## src/include/iec_pkg.sv

```systemverilog
// Shared constants and carrier types for the information element codec
package iec_pkg;

	// ----------------------------------------------------------------
	// Register map (byte addresses; buffer pages are address bits 7:5)
	// ----------------------------------------------------------------
	localparam logic [7:0] A_CTRL   = 8'h00;
	localparam logic [7:0] A_TXLEN  = 8'h04;
	localparam logic [7:0] A_STATUS = 8'h08;
	localparam logic [7:0] A_IDS_A  = 8'h0c;
	localparam logic [7:0] A_IDS_B  = 8'h10;
	localparam logic [7:0] A_HIB    = 8'h14;
	localparam logic [2:0] A_TXBUF_PAGE = 3'h1;
	localparam logic [2:0] A_RXBUF_PAGE = 3'h2;

	// ----------------------------------------------------------------
	// Field positions and reset values
	// ----------------------------------------------------------------
	localparam int CTRL_START_BIT = 8;
	localparam int CTRL_RXCLR_BIT = 9;
	localparam int ST_TX_BUSY     = 0;
	localparam int ST_TX_ERR      = 1;
	localparam int ST_RX_DONE     = 2;
	localparam int ST_LEN_ERR     = 3;
	localparam int ST_CODE_ERR    = 4;
	localparam int ST_KIND_LSB    = 5;
	localparam int ST_RXLEN_LSB   = 8;
	localparam int ST_HIB_NOW     = 16;
	localparam int ST_WAKE_NEXT   = 17;
	// Element identifiers: arbitrary defaults, software reprograms them
	localparam logic [31:0] IDS_A_RST = 32'h13121110;
	localparam logic [7:0]  IDS_B_RST = 8'h14;

	// ----------------------------------------------------------------
	// Element structure
	// ----------------------------------------------------------------
	localparam int         BUF_OCTETS  = 32;
	localparam logic [7:0] AVAIL_MAX   = 8'h20;
	localparam logic [7:0] MODE_LEN    = 8'h02;
	localparam logic [7:0] VID_LEN     = 8'h03;
	localparam logic [7:0] VTYPE_LEN   = 8'h06;
	localparam logic [7:0] DI_VID      = 8'h00;
	localparam logic [7:0] DI_VTYPE    = 8'h01;
	localparam logic [7:0] DI_NAME     = 8'h02;
	localparam logic [3:0] PWR_RES_LO  = 4'h3;
	localparam logic [3:0] PWR_RES_HI  = 4'hd;
	localparam logic [3:0] RATE_RES_LO = 4'he;

	typedef enum logic [2:0] {
		K_AVAIL  = 3'h0,
		K_ANCHOR = 3'h1,
		K_MODE   = 3'h2,
		K_IDENT  = 3'h3,
		K_LINK   = 3'h4,
		K_NONE   = 3'h7
	} iec_kind_e;

	typedef enum logic [1:0] {
		TX_IDLE = 2'b00,
		TX_ID   = 2'b01,
		TX_LEN  = 2'b11,
		TX_DATA = 2'b10
	} iec_tx_e;

	typedef enum logic [1:0] {
		RX_ID   = 2'b00,
		RX_LEN  = 2'b01,
		RX_DATA = 2'b11,
		RX_SKIP = 2'b10
	} iec_rx_e;

	// ----------------------------------------------------------------
	// Carriers
	// ----------------------------------------------------------------
	typedef struct packed {
		logic        psel;
		logic        penable;
		logic        pwrite;
		logic [7:0]  paddr;
		logic [31:0] pwdata;
	} iec_apb_req_s;

	typedef struct packed {
		logic [31:0] prdata;
		logic        pready;
		logic        pslverr;
	} iec_apb_rsp_s;

	typedef struct packed {
		logic       valid;
		logic       first;
		logic [7:0] data;
	} iec_oct_s;

	typedef struct packed {
		logic [BUF_OCTETS-1:0][7:0] oct;
	} iec_buf_s;

endpackage

```

## src/core/iec_octet_buf.sv

```systemverilog
// Octet buffer with word and octet write ports
`timescale 1ns/10ps
module iec_octet_buf (
	input  wire logic        sys_clk_in,
	input  wire logic        reset_in,
	input  wire logic        clear_in,
	input  wire logic        wr_word_in,
	input  wire logic [2:0]  word_idx_in,
	input  wire logic [31:0] word_in,
	input  wire logic        wr_oct_in,
	input  wire logic [4:0]  oct_idx_in,
	input  wire logic [7:0]  oct_in,
	output iec_pkg::iec_buf_s data_out
);
	import iec_pkg::*;

	iec_buf_s state;
	iec_buf_s next_state;

	always_comb begin
		next_state = state;
		for (int i = 0; i < BUF_OCTETS; i++) begin
			// Clear first so a write in the same cycle still lands
			if (clear_in) begin
				next_state.oct[i] = 8'h00;
			end
			if (wr_word_in && (word_idx_in == 3'(i / 4))) begin
				next_state.oct[i] = word_in[(i % 4) * 8 +: 8];
			end
			if (wr_oct_in && (oct_idx_in == 5'(i))) begin
				next_state.oct[i] = oct_in;
			end
		end
	end

	always_ff @(posedge sys_clk_in) begin
		if (reset_in) begin
			state <= '0;
		end else begin
			state <= next_state;
		end
	end

	assign data_out = state;
endmodule

```

## src/core/iec_codec_top.sv

```systemverilog
// Information element encoder and parser with APB register access
//
// Overview of operation
// (RULE1) Availability bitmap up to 256 bits; bit 0 is the first slot.
// (RULE2) Encoder sends availability bit one where a reservation is acceptable.
// (RULE3) Availability length 0..32; absent trailing octets parse as zero.
// (RULE4) Hibernation anchor length is three per entry: address, countdown.
// (RULE5) Wakeup countdown zero means neighbour active next superframe.
// (RULE6) Hibernation mode length is 2: countdown then duration.
// (RULE7) Hibernation countdown zero means hibernating at current superframe end.
// (RULE8) Duration octet gives superframes the device stays hibernating.
// (RULE9) Identification entries: type, length, data; total equals element length.
// (RULE10) Entry type 0 vendor id, 1 vendor type, 2 name, others reserved.
// (RULE11) Vendor identifier is three octets sent in ascending index order.
// (RULE12) Vendor type carries three octet organisation then three octet type.
// (RULE13) Name string is little-endian two-octet characters.
// (RULE14) Link feedback length is three per link entry.
// (RULE15) Link entry: rate bits 23-20, power 19-16, address 15-0.
// (RULE16) Power codes 1110,1111,0000,0001,0010 valid; others reserved.
// (RULE17) Rate codes 14 and 15 always reserved.
// (RULE18) Parser flags bad lengths and reserved codes; identifiers configurable.
`timescale 1ns/10ps
module iec_codec_top (
	input  wire logic              sys_clk_in,
	input  wire logic              reset_in,
	input  wire iec_pkg::iec_apb_req_s apb_in,
	output iec_pkg::iec_apb_rsp_s  apb_out,
	output iec_pkg::iec_oct_s      tx_out,
	input  wire logic              tx_ready_in,
	input  wire iec_pkg::iec_oct_s rx_in
);
	import iec_pkg::*;

	// ----------------------------------------------------------------
	// State
	// ----------------------------------------------------------------
	typedef struct packed {
		iec_apb_rsp_s rsp;
		iec_kind_e    tx_kind;
		logic [5:0]   tx_len;
		logic [31:0]  ids_a;
		logic [7:0]   id_link;
		iec_tx_e      tx_st;
		logic [5:0]   tx_pos;
		logic         tx_err;
		iec_oct_s     tx;
		iec_rx_e      rx_st;
		iec_kind_e    rx_kind;
		logic [7:0]   rx_len;
		logic [7:0]   rx_pos;
		logic [1:0]   trip;
		logic [1:0]   id_ph;
		logic [7:0]   ent_left;
		logic         rx_done;
		logic         len_err;
		logic         code_err;
	} iec_state_s;

	iec_state_s state;
	iec_state_s next_state;
	iec_buf_s   tx_buf;
	iec_buf_s   rx_buf;
	logic       txb_wr;
	logic       rxb_wr;
	logic       rxb_clr;
	logic       wr_go;
	logic [2:0] word_idx;

	// ----------------------------------------------------------------
	// Helpers
	// ----------------------------------------------------------------
	function automatic iec_kind_e kind_of(input logic [7:0] id, input logic [31:0] ids_a,
			input logic [7:0] id_link);
		if (id == ids_a[7:0]) begin
			return K_AVAIL;
		end else if (id == ids_a[15:8]) begin
			return K_ANCHOR;
		end else if (id == ids_a[23:16]) begin
			return K_MODE;
		end else if (id == ids_a[31:24]) begin
			return K_IDENT;
		end else if (id == id_link) begin
			return K_LINK;
		end
		return K_NONE;
	endfunction

	function automatic logic [7:0] id_of(input iec_kind_e k, input logic [31:0] ids_a,
			input logic [7:0] id_link);
		case (k)
			K_AVAIL:  return ids_a[7:0];
			K_ANCHOR: return ids_a[15:8];
			K_MODE:   return ids_a[23:16];
			K_IDENT:  return ids_a[31:24];
			default:  return id_link;
		endcase
	endfunction

	// True when a length octet cannot belong to the element kind
	function automatic logic len_bad(input iec_kind_e k, input logic [7:0] len);
		case (k)
			K_AVAIL:  return len > AVAIL_MAX; // RULE3
			K_ANCHOR: return (len % 8'h03) != 8'h00; // RULE4
			K_MODE:   return len != MODE_LEN; // RULE6
			K_LINK:   return (len % 8'h03) != 8'h00; // RULE14
			K_IDENT:  return 1'b0;
			default:  return 1'b1;
		endcase
	endfunction

	// ----------------------------------------------------------------
	// Buffers
	// ----------------------------------------------------------------
	iec_octet_buf u_tx_buf (
		.sys_clk_in  (sys_clk_in),
		.reset_in    (reset_in),
		.clear_in    (1'b0),
		.wr_word_in  (txb_wr),
		.word_idx_in (word_idx),
		.word_in     (apb_in.pwdata),
		.wr_oct_in   (1'b0),
		.oct_idx_in  (5'h00),
		.oct_in      (8'h00),
		.data_out    (tx_buf)
	);

	// Cleared at every element start so a short bitmap reads zero above its end
	iec_octet_buf u_rx_buf (
		.sys_clk_in  (sys_clk_in),
		.reset_in    (reset_in),
		.clear_in    (rxb_clr),
		.wr_word_in  (1'b0),
		.word_idx_in (3'h0),
		.word_in     (32'h0000_0000),
		.wr_oct_in   (rxb_wr),
		.oct_idx_in  (state.rx_pos[4:0]),
		.oct_in      (rx_in.data),
		.data_out    (rx_buf)
	);

	assign word_idx = apb_in.paddr[4:2];
	assign wr_go    = apb_in.psel & apb_in.penable & apb_in.pwrite & state.rsp.pready;

	// ----------------------------------------------------------------
	// Next state
	// ----------------------------------------------------------------
	always_comb begin
		logic [31:0] rd;
		logic        unmapped;
		logic [7:0]  d;
		logic        last;
		logic        ent_done;
		rd         = 32'h0000_0000;
		unmapped   = 1'b0;
		d          = rx_in.data;
		last       = 1'b0;
		ent_done   = 1'b0;
		next_state = state;
		txb_wr     = 1'b0;
		rxb_wr     = 1'b0;
		rxb_clr    = 1'b0;

		// Zero-wait slave: answer is prepared in setup, given in access
		next_state.rsp.pready  = 1'b0;
		next_state.rsp.pslverr = 1'b0;
		if (apb_in.psel && !apb_in.penable) begin
			case (apb_in.paddr)
				A_CTRL:   rd = {29'h0, state.tx_kind};
				A_TXLEN:  rd = {26'h0, state.tx_len};
				A_STATUS: begin
					rd[ST_TX_BUSY] = state.tx_st != TX_IDLE;
					rd[ST_TX_ERR] = state.tx_err;
					rd[ST_RX_DONE] = state.rx_done;
					rd[ST_LEN_ERR] = state.len_err;
					rd[ST_CODE_ERR] = state.code_err;
					rd[ST_KIND_LSB +: 3] = state.rx_kind;
					rd[ST_RXLEN_LSB +: 8] = state.rx_len;
					rd[ST_HIB_NOW] = (state.rx_kind == K_MODE) &&
						(rx_buf.oct[0] == 8'h00); // RULE7
					rd[ST_WAKE_NEXT] = (state.rx_kind == K_ANCHOR) &&
						(state.rx_len != 8'h00) && (rx_buf.oct[2] == 8'h00); // RULE5
				end
				A_IDS_A:  rd = state.ids_a;
				A_IDS_B:  rd = {24'h0, state.id_link};
				A_HIB:    rd = {16'h0, rx_buf.oct[1], rx_buf.oct[0]}; // RULE6 RULE8
				default: begin
					if (apb_in.paddr[7:5] == A_TXBUF_PAGE && apb_in.paddr[1:0] == 2'b00) begin
						rd = tx_buf.oct[word_idx * 4 +: 4];
					end else if (apb_in.paddr[7:5] == A_RXBUF_PAGE &&
							apb_in.paddr[1:0] == 2'b00) begin
						rd = rx_buf.oct[word_idx * 4 +: 4]; // RULE1
					end else begin
						unmapped = 1'b1;
					end
				end
			endcase
			next_state.rsp.prdata  = rd;
			next_state.rsp.pready  = 1'b1;
			next_state.rsp.pslverr = unmapped;
		end

		if (wr_go) begin
			case (apb_in.paddr)
				A_CTRL: begin
					next_state.tx_kind = iec_kind_e'(apb_in.pwdata[2:0]);
					if (apb_in.pwdata[CTRL_RXCLR_BIT]) begin
						next_state.rx_done  = 1'b0;
						next_state.len_err  = 1'b0;
						next_state.code_err = 1'b0;
					end
					if (apb_in.pwdata[CTRL_START_BIT] && state.tx_st == TX_IDLE) begin
						// Refuse a length the element cannot carry
						if (len_bad(iec_kind_e'(apb_in.pwdata[2:0]), {2'b00, state.tx_len}) ||
								state.tx_len > 6'(BUF_OCTETS)) begin
							next_state.tx_err = 1'b1; // RULE18
						end else begin
							next_state.tx_err = 1'b0;
							next_state.tx_st  = TX_ID;
							next_state.tx = {1'b1, 1'b1, id_of(iec_kind_e'(apb_in.pwdata[2:0]),
								state.ids_a, state.id_link)}; // RULE18
						end
					end
				end
				A_TXLEN:  next_state.tx_len = apb_in.pwdata[5:0];
				A_IDS_A:  next_state.ids_a = apb_in.pwdata;
				A_IDS_B:  next_state.id_link = apb_in.pwdata[7:0];
				default:  txb_wr = (apb_in.paddr[7:5] == A_TXBUF_PAGE) &&
					(apb_in.paddr[1:0] == 2'b00); // RULE2
			endcase
		end

		// ------------------------------------------------------------
		// Encoder: identifier, length, then buffer octets from index 0
		// ------------------------------------------------------------
		if (state.tx.valid && tx_ready_in) begin
			next_state.tx.first = 1'b0;
			case (state.tx_st)
				TX_ID: begin
					next_state.tx_st   = TX_LEN;
					next_state.tx.data = {2'b00, state.tx_len};
				end
				TX_LEN, TX_DATA: begin
					if (state.tx_pos == state.tx_len) begin
						next_state.tx_st    = TX_IDLE;
						next_state.tx.valid = 1'b0;
						next_state.tx_pos   = 6'h00;
					end else begin
						next_state.tx_st   = TX_DATA;
						next_state.tx.data = tx_buf.oct[state.tx_pos[4:0]]; // RULE11
						next_state.tx_pos  = state.tx_pos + 6'h01;
					end
				end
				default: next_state.tx_st = TX_IDLE;
			endcase
		end

		// ------------------------------------------------------------
		// Parser; its flag sets follow the software clear so set wins
		// ------------------------------------------------------------
		if (rx_in.valid && rx_in.first) begin
			rxb_clr             = 1'b1; // RULE3
			next_state.rx_kind  = kind_of(d, state.ids_a, state.id_link); // RULE18
			next_state.rx_st    = (kind_of(d, state.ids_a, state.id_link) == K_NONE) ?
				RX_SKIP : RX_LEN;
			next_state.rx_done  = 1'b0;
			next_state.len_err  = 1'b0;
			next_state.code_err = 1'b0;
			next_state.rx_len   = 8'h00;
		end else if (rx_in.valid) begin
			case (state.rx_st)
				RX_LEN: begin
					next_state.rx_len   = d;
					next_state.rx_pos   = 8'h00;
					next_state.trip     = 2'b00;
					next_state.id_ph    = 2'b00;
					next_state.len_err  = len_bad(state.rx_kind, d); // RULE18
					next_state.rx_st    = (d == 8'h00) ? RX_ID : RX_DATA;
					next_state.rx_done  = (d == 8'h00);
				end
				RX_DATA: begin
					last              = state.rx_pos == state.rx_len - 8'h01;
					rxb_wr            = state.rx_pos < 8'(BUF_OCTETS);
					next_state.rx_pos = state.rx_pos + 8'h01;
					next_state.trip   = (state.trip == 2'b10) ? 2'b00 : state.trip + 2'b01;
					// Octet 2 of a link entry holds bits 23-16
					if (state.rx_kind == K_LINK && state.trip == 2'b10) begin // RULE15
						if (d[3:0] >= PWR_RES_LO && d[3:0] <= PWR_RES_HI) begin
							next_state.code_err = 1'b1; // RULE16
						end
						if (d[7:4] >= RATE_RES_LO) begin
							next_state.code_err = 1'b1; // RULE17
						end
					end
					if (state.rx_kind == K_IDENT) begin
						case (state.id_ph)
							2'b00: begin
								next_state.id_ph = 2'b01;
								if (d > DI_NAME) begin
									next_state.code_err = 1'b1; // RULE10
								end
							end
							2'b01: begin
								next_state.ent_left = d;
								next_state.id_ph    = (d == 8'h00) ? 2'b00 : 2'b10;
								ent_done            = d == 8'h00;
								// Type octet is one behind the current data octet
								if ((rx_buf.oct[state.rx_pos[4:0] - 5'h01] == DI_VID &&
										d != VID_LEN) || // RULE11
										(rx_buf.oct[state.rx_pos[4:0] - 5'h01] == DI_VTYPE &&
										d != VTYPE_LEN) || // RULE12
										(rx_buf.oct[state.rx_pos[4:0] - 5'h01] == DI_NAME &&
										d[0])) begin // RULE13
									next_state.len_err = 1'b1;
								end
							end
							default: begin
								next_state.ent_left = state.ent_left - 8'h01;
								ent_done            = state.ent_left == 8'h01;
								if (ent_done) begin
									next_state.id_ph = 2'b00;
								end
							end
						endcase
						// Element must end exactly on an entry boundary
						if (last && !ent_done) begin
							next_state.len_err = 1'b1; // RULE9
						end
					end
					if (last) begin
						next_state.rx_st   = RX_ID;
						next_state.rx_done = 1'b1;
					end
				end
				default: next_state.rx_st = state.rx_st;
			endcase
		end
	end

	always_ff @(posedge sys_clk_in) begin
		if (reset_in) begin
			state          <= '0;
			state.tx_kind  <= K_AVAIL;
			state.ids_a    <= IDS_A_RST;
			state.id_link  <= IDS_B_RST;
			state.tx_st    <= TX_IDLE;
			state.rx_st    <= RX_ID;
			state.rx_kind  <= K_NONE;
		end else begin
			state <= next_state;
		end
	end

	assign apb_out = state.rsp;
	assign tx_out  = state.tx;
endmodule

```

## config.mk

```make
export PLATFORM = sky130hd
export DESIGN_NAME = iec_codec_top
export DESIGN_NICKNAME = d
export VERILOG_FILES = /design/src/include/iec_pkg.sv /design/src/core/iec_octet_buf.sv /design/src/core/iec_codec_top.sv
export SDC_FILE = /design/constraint.sdc
export NUM_CORES = 2
export LEC_CHECK = 0
export BUFFER_PORTS_ARGS = -buffer_cell sky130_fd_sc_hd__buf_2
export CORE_MARGIN = 1
export CORE_UTILIZATION = 45
export CTS_CLUSTER_SIZE = 8
export DETAILED_ROUTE_END_ITERATION = 12
export PLACE_DENSITY = 0.58
export RECOVER_POWER = 100
export SYNTH_ARGS = -nofsm -noshare
export SYNTH_HDL_FRONTEND = slang
export SYNTH_SLANG_ARGS = --single-unit
```

## constraint.sdc

```tcl
create_clock -name sys_clk_in -period 3.85 [get_ports sys_clk_in]
set_input_delay 0.1925 -clock sys_clk_in [delete_from_list [all_inputs] [get_ports sys_clk_in]]
set_output_delay 0.1925 -clock sys_clk_in [all_outputs]
set_load 0.05 [all_outputs]
```

; ---- Word-level counts from Yosys, hierarchy flattened
; Cells that the tools add are included.
[classes]
eq_ne = 79
n_mux = 122
addsub = 6
magnitude_cmp = 10
reduce_logical = 136
shift = 16
bitwise_logic = 7
n_div = 2
[ops]
columns = cell, count
row1 = 32-bit by 6-bit variable part select with 4-bit output, 16
row2 = 8-bit 2-to-1 mux, 38
row3 = 18-bit one-hot mux with 6 select lines, 1
row4 = 8-bit binary-select mux with 5-bit select, 2
row5 = "5-bit equality test, second input constant", 16
row6 = 2-bit nonzero test, 38
row7 = 32-bit 2-to-1 mux, 2
row8 = 10-bit 2-to-1 mux, 6
row9 = 1-bit logical AND, 55
row10 = 8-bit equality test, 6
row11 = "5-bit by 4-bit equality test with 1-bit output, second input constant", 8
row12 = 8-bit logical NOT, 5
row13 = 1-bit 2-to-1 mux, 35
row14 = 3-bit 2-to-1 mux, 11
row15 = 8-bit one-hot mux with 2 select lines, 2
row16 = 8-bit one-hot mux with 4 select lines, 1
row17 = 2-bit 2-to-1 mux, 14
row18 = 14-bit one-hot mux with 2 select lines, 1
row19 = 12-bit one-hot mux with 2 select lines, 1
row20 = 8-bit nonzero test, 3
row21 = "3-bit by 2-bit equality test with 1-bit output, second input constant", 7
row22 = "3-bit equality test, second input constant", 7
row23 = "5-bit by 3-bit equality test with 1-bit output, second input constant", 4
row24 = "8-bit by 1-bit equality test with 1-bit output, second input constant", 2
row25 = 53 further kinds, 97
[totals]
regBits = 650
inputBits = 56
out_inout_bits = 44

; ---- Logic depth before layout (Yosys ltp)
[depth]
word_depth = 14
depth_mapped = 19
ltp_nobuf = 16

; ---- By module
; From an unflattened synthesis, not the netlist that was laid out.
[hier_totals]
cells_unflattened = 4942
hier_area_um2 = 41274.6
[modules_own_cells]
columns = mod, cells_each, area_per_inst_um2, seq_area_each_um2, instances
row1 = iec_octet_buf, 1573, 12400.6, 5124.9, 2
row2 = iec_codec_top, 1796, 16473.3, 2762.6, 1

; ---- Worst setup path after synthesis
; OpenSTA, ideal clock, no wires.
[synth_timing]
kind = flip-flop to flip-flop
from = register state[15] in the netlist's numbering
to = register state[1] in the netlist's numbering
path_slack_ps = 369
stages_incl_launch_ff = 12
setup_time_ps = 95
arrival_ps = 3386
n_path_buf = 3
required_ps = 3755
period_less_slack_ps = 3481
cell_sequence = dfxtp_1 > buf_2 > buf_2 > clkinv_1 > ha_1 > buf_6 > mux4_2 > mux4_2 > mux2_2 > a41oi_1 > a31oi_1 > o311ai_1
[synth_between]
elab_chain_cells = 13
word_cells_on_any_way = 19
cone_classes = add/sub: 1 / eq/ne: 3 / mux: 8 / reduce/logical: 7
[synth_rtl]
columns = item, line_no
row1 = start: declaration, iec_codec_top.sv:59  ; iec_state_s state;
row2 = start signal: assignment, iec_codec_top.sv:349  ; state <= next_state;
row3 = 5-bit by 1-bit subtractor with 5-bit output, "iec_codec_top.sv:307, iec_codec_top.sv:309, iec_codec_top.sv:311"
row4 = 8-bit binary-select mux with 5-bit select, "iec_codec_top.sv:307, iec_codec_top.sv:309, iec_codec_top.sv:311"
row5 = 8-bit 2-to-1 mux (not written as such), "iec_codec_top.sv:307, iec_codec_top.sv:309, iec_codec_top.sv:311"
row6 = 8-bit by 1-bit equality test with 1-bit output / 8-bit logical NOT (equally long branches), "iec_codec_top.sv:309, iec_codec_top.sv:307"
row7 = 1-bit logical AND (on tied branches), "iec_codec_top.sv:309, iec_codec_top.sv:307"
row8 = 1-bit logical OR, iec_codec_top.sv:308  ; d != VID_LEN) ||
row9 = 1-bit logical OR, iec_codec_top.sv:310  ; d != VTYPE_LEN) ||
row10 = 1-bit 2-to-1 mux, iec_codec_top.sv:307  ; if ((rx_buf.oct[state.rx_pos[4:0] - 5'h01] == DI_VID &&
row11 = 1-bit 2-to-1 mux, iec_codec_top.sv:295  ; case (state.id_ph)
row12 = 1-bit 2-to-1 mux (*), iec_codec_top.sv:325  ; if (last && !ent_done) begin
row13 = 2-bit 2-to-1 mux (*), iec_codec_top.sv:294  ; if (state.rx_kind == K_IDENT) begin
row14 = 2-bit one-hot mux with 2 select lines (*), iec_codec_top.sv:270  ; case (state.rx_st)
row15 = 3-bit 2-to-1 mux (*), iec_codec_top.sv:269  ; end else if (rx_in.valid) begin
; Mark *: on every way between the ends. The rest lies on a longest branch, timed or not. The select of a mux whose other input is x is not followed.
; A chain may end at the register's enable or synchronous reset.

; ---- Final worst setup path
[layout_timing]
from = input apb_in[35] in the netlist's numbering
to = register state (netlist bit apb_out[9])
[layout_between]
elab_chain_cells = 4
word_cells_on_any_way = 11
cone_classes = eq/ne: 5 / shift: 2 / mux: 3 / reduce/logical: 1
[layout_rtl]
columns = item, line_no
row1 = start: declaration, iec_codec_top.sv:26  ; input wire iec_pkg::iec_apb_req_s apb_in,
row2 = 32-bit by 6-bit variable part select with 4-bit output, iec_codec_top.sv:191  ; rd = rx_buf.oct[word_idx * 4 +: 4];
row3 = 32-bit 2-to-1 mux, iec_codec_top.sv:189  ; end else if (apb_in.paddr[7:5] == A_RXBUF_PAGE &&
row4 = 32-bit 2-to-1 mux, iec_codec_top.sv:187  ; if (apb_in.paddr[7:5] == A_TXBUF_PAGE && apb_in.paddr[1:0] == 2'b00) begin
row5 = 18-bit one-hot mux with 6 select lines (*), iec_codec_top.sv:167  ; case (apb_in.paddr)
; Mark *: on every way between the ends. The rest lies on a longest branch, timed or not.

==> metrics.md <==
| Metric | Value |
|---|---|
| Status | `finished, violations left` |
| Failing checks | `max-capacitance violations, max-slew violations` |
| H-Tree Depth | `3` |
| Vias in the first global route | `30400` |
| Peak VDD IR | `0.333 mV` |
| Initial Util | `45.5%` |
| RSZ-0062 raised after global routing | `false` |
| Critical Path Start Type | `input pin` |
| Vias per inst | `6.37` |
| Die H | `~280 µm` |
| Post-synth EDFFs | `0` |
| Final hold violation count | `0` |
| Post-synthesis sequential area ratio | `37.6%` |
| Crit. Startpoint | `apb_in[35]` |
| Post-Place Worst Slack | `slightly below 0.2 ns` |
| Crit-path max FO | `51` |
| Max Slew Vio Count | `436` |
| FF-to-FF path depth | `8` |
| Root Driver | `clkbuf_16` |
| Routed len/inst | `between 20 and 30 µm` |
| Critical Path Sink Type | `flip-flop` |
| Max Buffers Root-to-Sink | `3` |
| CTS tree | `yes` |
| Global-route wire length before repair | `199000 µm` |
| IO Port Bufs | `99` |
| Cells after Synth | `4299` |
| Clk_skew | `0.0296 ns` |
| CTS buffer count | `91` |
| Final min period | `3.62 ns` |
| Total Wirelength | `133000 µm` |
| Post-synth top flop | `dfxtp_1` |
| DR vias | `33400` |
| Latest clock arrival within the worst-skew pair | `0.67 ns` |
| HP Start | `rx_in[0]` |
| DRC violations left | `0` |
| Die Span X | `279 µm` |
| Initial antenna violation count | `7` |
| Syn-to-layout area delta | `10.8%` |
| Synth top area cells | `dfxtp_1 (38%), a21oi_1 (9.5%), nand2_1 (9.4%)` |
| Fraction of layout cells with a size suffix above 1 | `11.5%` |
| Ys Warns | `0` |
| # IOs | `100` |
| Die footprint | `~78000 µm²` |
| WS Path Type | `input pin to flip-flop` |
| PD cells | `approximately 400 nW/µm²` |
| Synth area leader | `dfxtp_1` |
| Worst slew pin tran | `2.67 ns` |
| Synth Net Count | `4371` |
| Asr flop ratio synth | `0%` |
| Leak | `between 10 and 15 nW` |
| Max-Cap Viols | `3` |
| Final hold slack | `0.0367 ns` |
| Post-synth top area share | `a little under two fifths` |
| Gpl congestion | `0.944` |
| Core area | `76100 µm²` |
| Largest net degree at the start of global routing | `211` |
| Tcrit/Tclk final | `94.0%` |
| Total GRT Usage | `around 33%` |
| Slew margin rel. | `-78.1%` |
| Row count | `101` |
| WP data arrival | `4.08 ns` |
| Syn avg cell area | `8.05 µm²` |
| Unique masters post-synth | `82` |
| Fmax | `276 MHz` |
| Drt first pass iters | `6` |
| RR Startpoint | `state[47]` |
| GRT Residual Overflow | `0` |
| Post-route ant nets | `0` |
| Mapped Area | `34600 µm²` |
| Finish-stage setup viols | `0` |
| Synth Register Bits | `650` |
| Setup Total Neg Slack | `0 ns` |
| Worst path required time | `about 4.3 ns` |
| Number of DRC markers in iteration 0 | `4484` |
| Worst hold path type | `input pin to flip-flop` |
| Total clock sinks | `650` |
| Post-DP HPWL | `89100 µm` |
| WHS Path Cells | `3` |
| CTS clock-pin slew for the worst setup and hold paths | `0.05 ns` |
| Nets | `between 4000 and 5000` |
| Final worst slack | `0.232 ns` |
## state kept, by name, summed over array words and instances, names as in the netlist
| register | cells |
|---|---|
| u_tx_buf.data_out | 256 |
| u_rx_buf.data_out | 256 |
| apb_out | 34 |
| tx_out | 10 |
| state | 94 |
## power by group
| part | internal (mW) | switching, mW |
|---|---|---|
| Clock | 4.24 | 3.11 |
| Sequential | 6.76 | 0.0356 |
| Combinational | 0.286 | 0.777 |
## worst max-delay path, stage by stage
cell and delay, ns:
clkbuf_2 0.84, clkbuf_2 1.07, clkbuf_2 0.48, o21ai_0 0.18
o221ai_1 0.21, o21ai_0 0.15, a2111oi_0 0.83, nor3_1 0.10
## stage by stage
step / instances / utilization (%) / area (µm²) / power (mW)
2_1_floorplan: 4299 / - / 34600 / 7.62
3_3_place_gp: 5104 / 47.0 / 35700 / 7.95
3_5_place_dp: 5104 / 47.0 / 35700 / 7.95
4_1_cts: 5244 / 50.6 / 38500 / 15.3
5_1_grt: 5244 / 50.4 / 38300 / 15.6
6_report: 5246 / 50.4 / 38400 / 15.2
## cell usage after synthesis, drive strengths merged (14+ instances only)
| library cell | number |
|---|---|
| nand2 | 870 |
| a21oi | 660 |
| dfxtp | 650 |
| nand3 | 406 |
| clkbuf | 329 |
| mux2i | 163 |
| nor2 | 154 |
| mux4 | 134 |
| buf | 130 |
| nor3 | 105 |
| o21ai | 93 |
| xor2 | 51 |
| o22ai | 46 |
| nor4 | 45 |
| o211ai | 40 |
| inv | 28 |
| a211oi | 26 |
| xnor2 | 25 |
| mux2 | 24 |
| and2 | 23 |
| o221ai | 20 |
| nor2b | 19 |
| a2111oi | 18 |
| a22oi | 17 |
| ha | 16 |
| nand2b | 16 |
| a221oi | 14 |
## cell families after synthesis
group | synth area share [%]
flip-flops | 37.6
AO/OA/AOI/OAI | 17.3
AND/OR/NAND/NOR | 22.2
adder cells (fa/ha/maj) | 0.607
buffers and inverters | 6.14
XOR/XNOR | 1.94
multiplexers | 14.2
## final timing paths
path | end | slack [ns]
min reg2reg | apb_out[8] | 0.46
min | u_rx_buf.data_out[0] | 0.04
max reg2reg | tx_out[4] | 0.25
max | apb_out[9] | 0.23
## placed cells by master (no fill, tap or decap), types with 11 or more instances in the layout
cell type / Yosys / layout
a221o_1: 11 / 11
mux4_2: 134 / 134
clkbuf_1: 329 / 57
buf_4: 46 / 108
nand3b_1: 13 / 13
buf_12: 0 / 11
ha_1: 16 / 16
a211oi_1: 24 / 24
mux2_2: 24 / 24
o221ai_1: 20 / 20
inv_1: 28 / 28
xnor2_1: 25 / 25
nor3_1: 103 / 101
or4_1: 13 / 13
buf_2: 63 / 50
a22oi_1: 17 / 17
dfxtp_1: 650 / 647
nand2b_1: 16 / 16
a2111oi_0: 17 / 15
o22ai_1: 46 / 46
mux2i_1: 163 / 163
nand3_1: 406 / 403
clkbuf_16: 0 / 92
o211ai_1: 40 / 40
o21ai_0: 88 / 88
a21oi_1: 660 / 660
nor2_1: 154 / 146
a221oi_1: 14 / 14
xor2_1: 50 / 50
clkbuf_2: 0 / 11
dlygate4sd3_1: 0 / 35
and2_1: 23 / 21
nor4_1: 44 / 44
nand2_1: 870 / 869
nor2b_1: 19 / 18
## area by class of cell
type | instances | area, µm²
fill | 7340 | 37700
multi-input combinational | 3160 | 19600
sequential | 650 | 13000
clock buffer | 99 | 2330
timing repair buffer | 269 | 1910
tap | 1030 | 1290
inverter | 30 | 113
clock inverter | 6 | 109
antenna | 2 | 5.00
## routing by layer
| layer | track usage, % | vias to the layer above | routed length [µm] |
|---|---|---|---|
| met4 | 10.2 | 8 | 3720 |
| li1 | - | 15100 | - |
| met1 | 49.2 | 16200 | 57900 |
| met3 | 7.98 | 236 | 15600 |
| met5 | 0 | - | 57 |
| met2 | 47.8 | 1836 | 56000 |
## what timing repair did
action / in CTS / in global routing
gates resized for setup: 0 / 3
setup buffers: 0 / 0
endpoints found under the hold margin: 271 / 0
endpoints found under the setup margin: 0 / 2
hold buffers: 35 / 0
(Power assumes the default switching activity.)
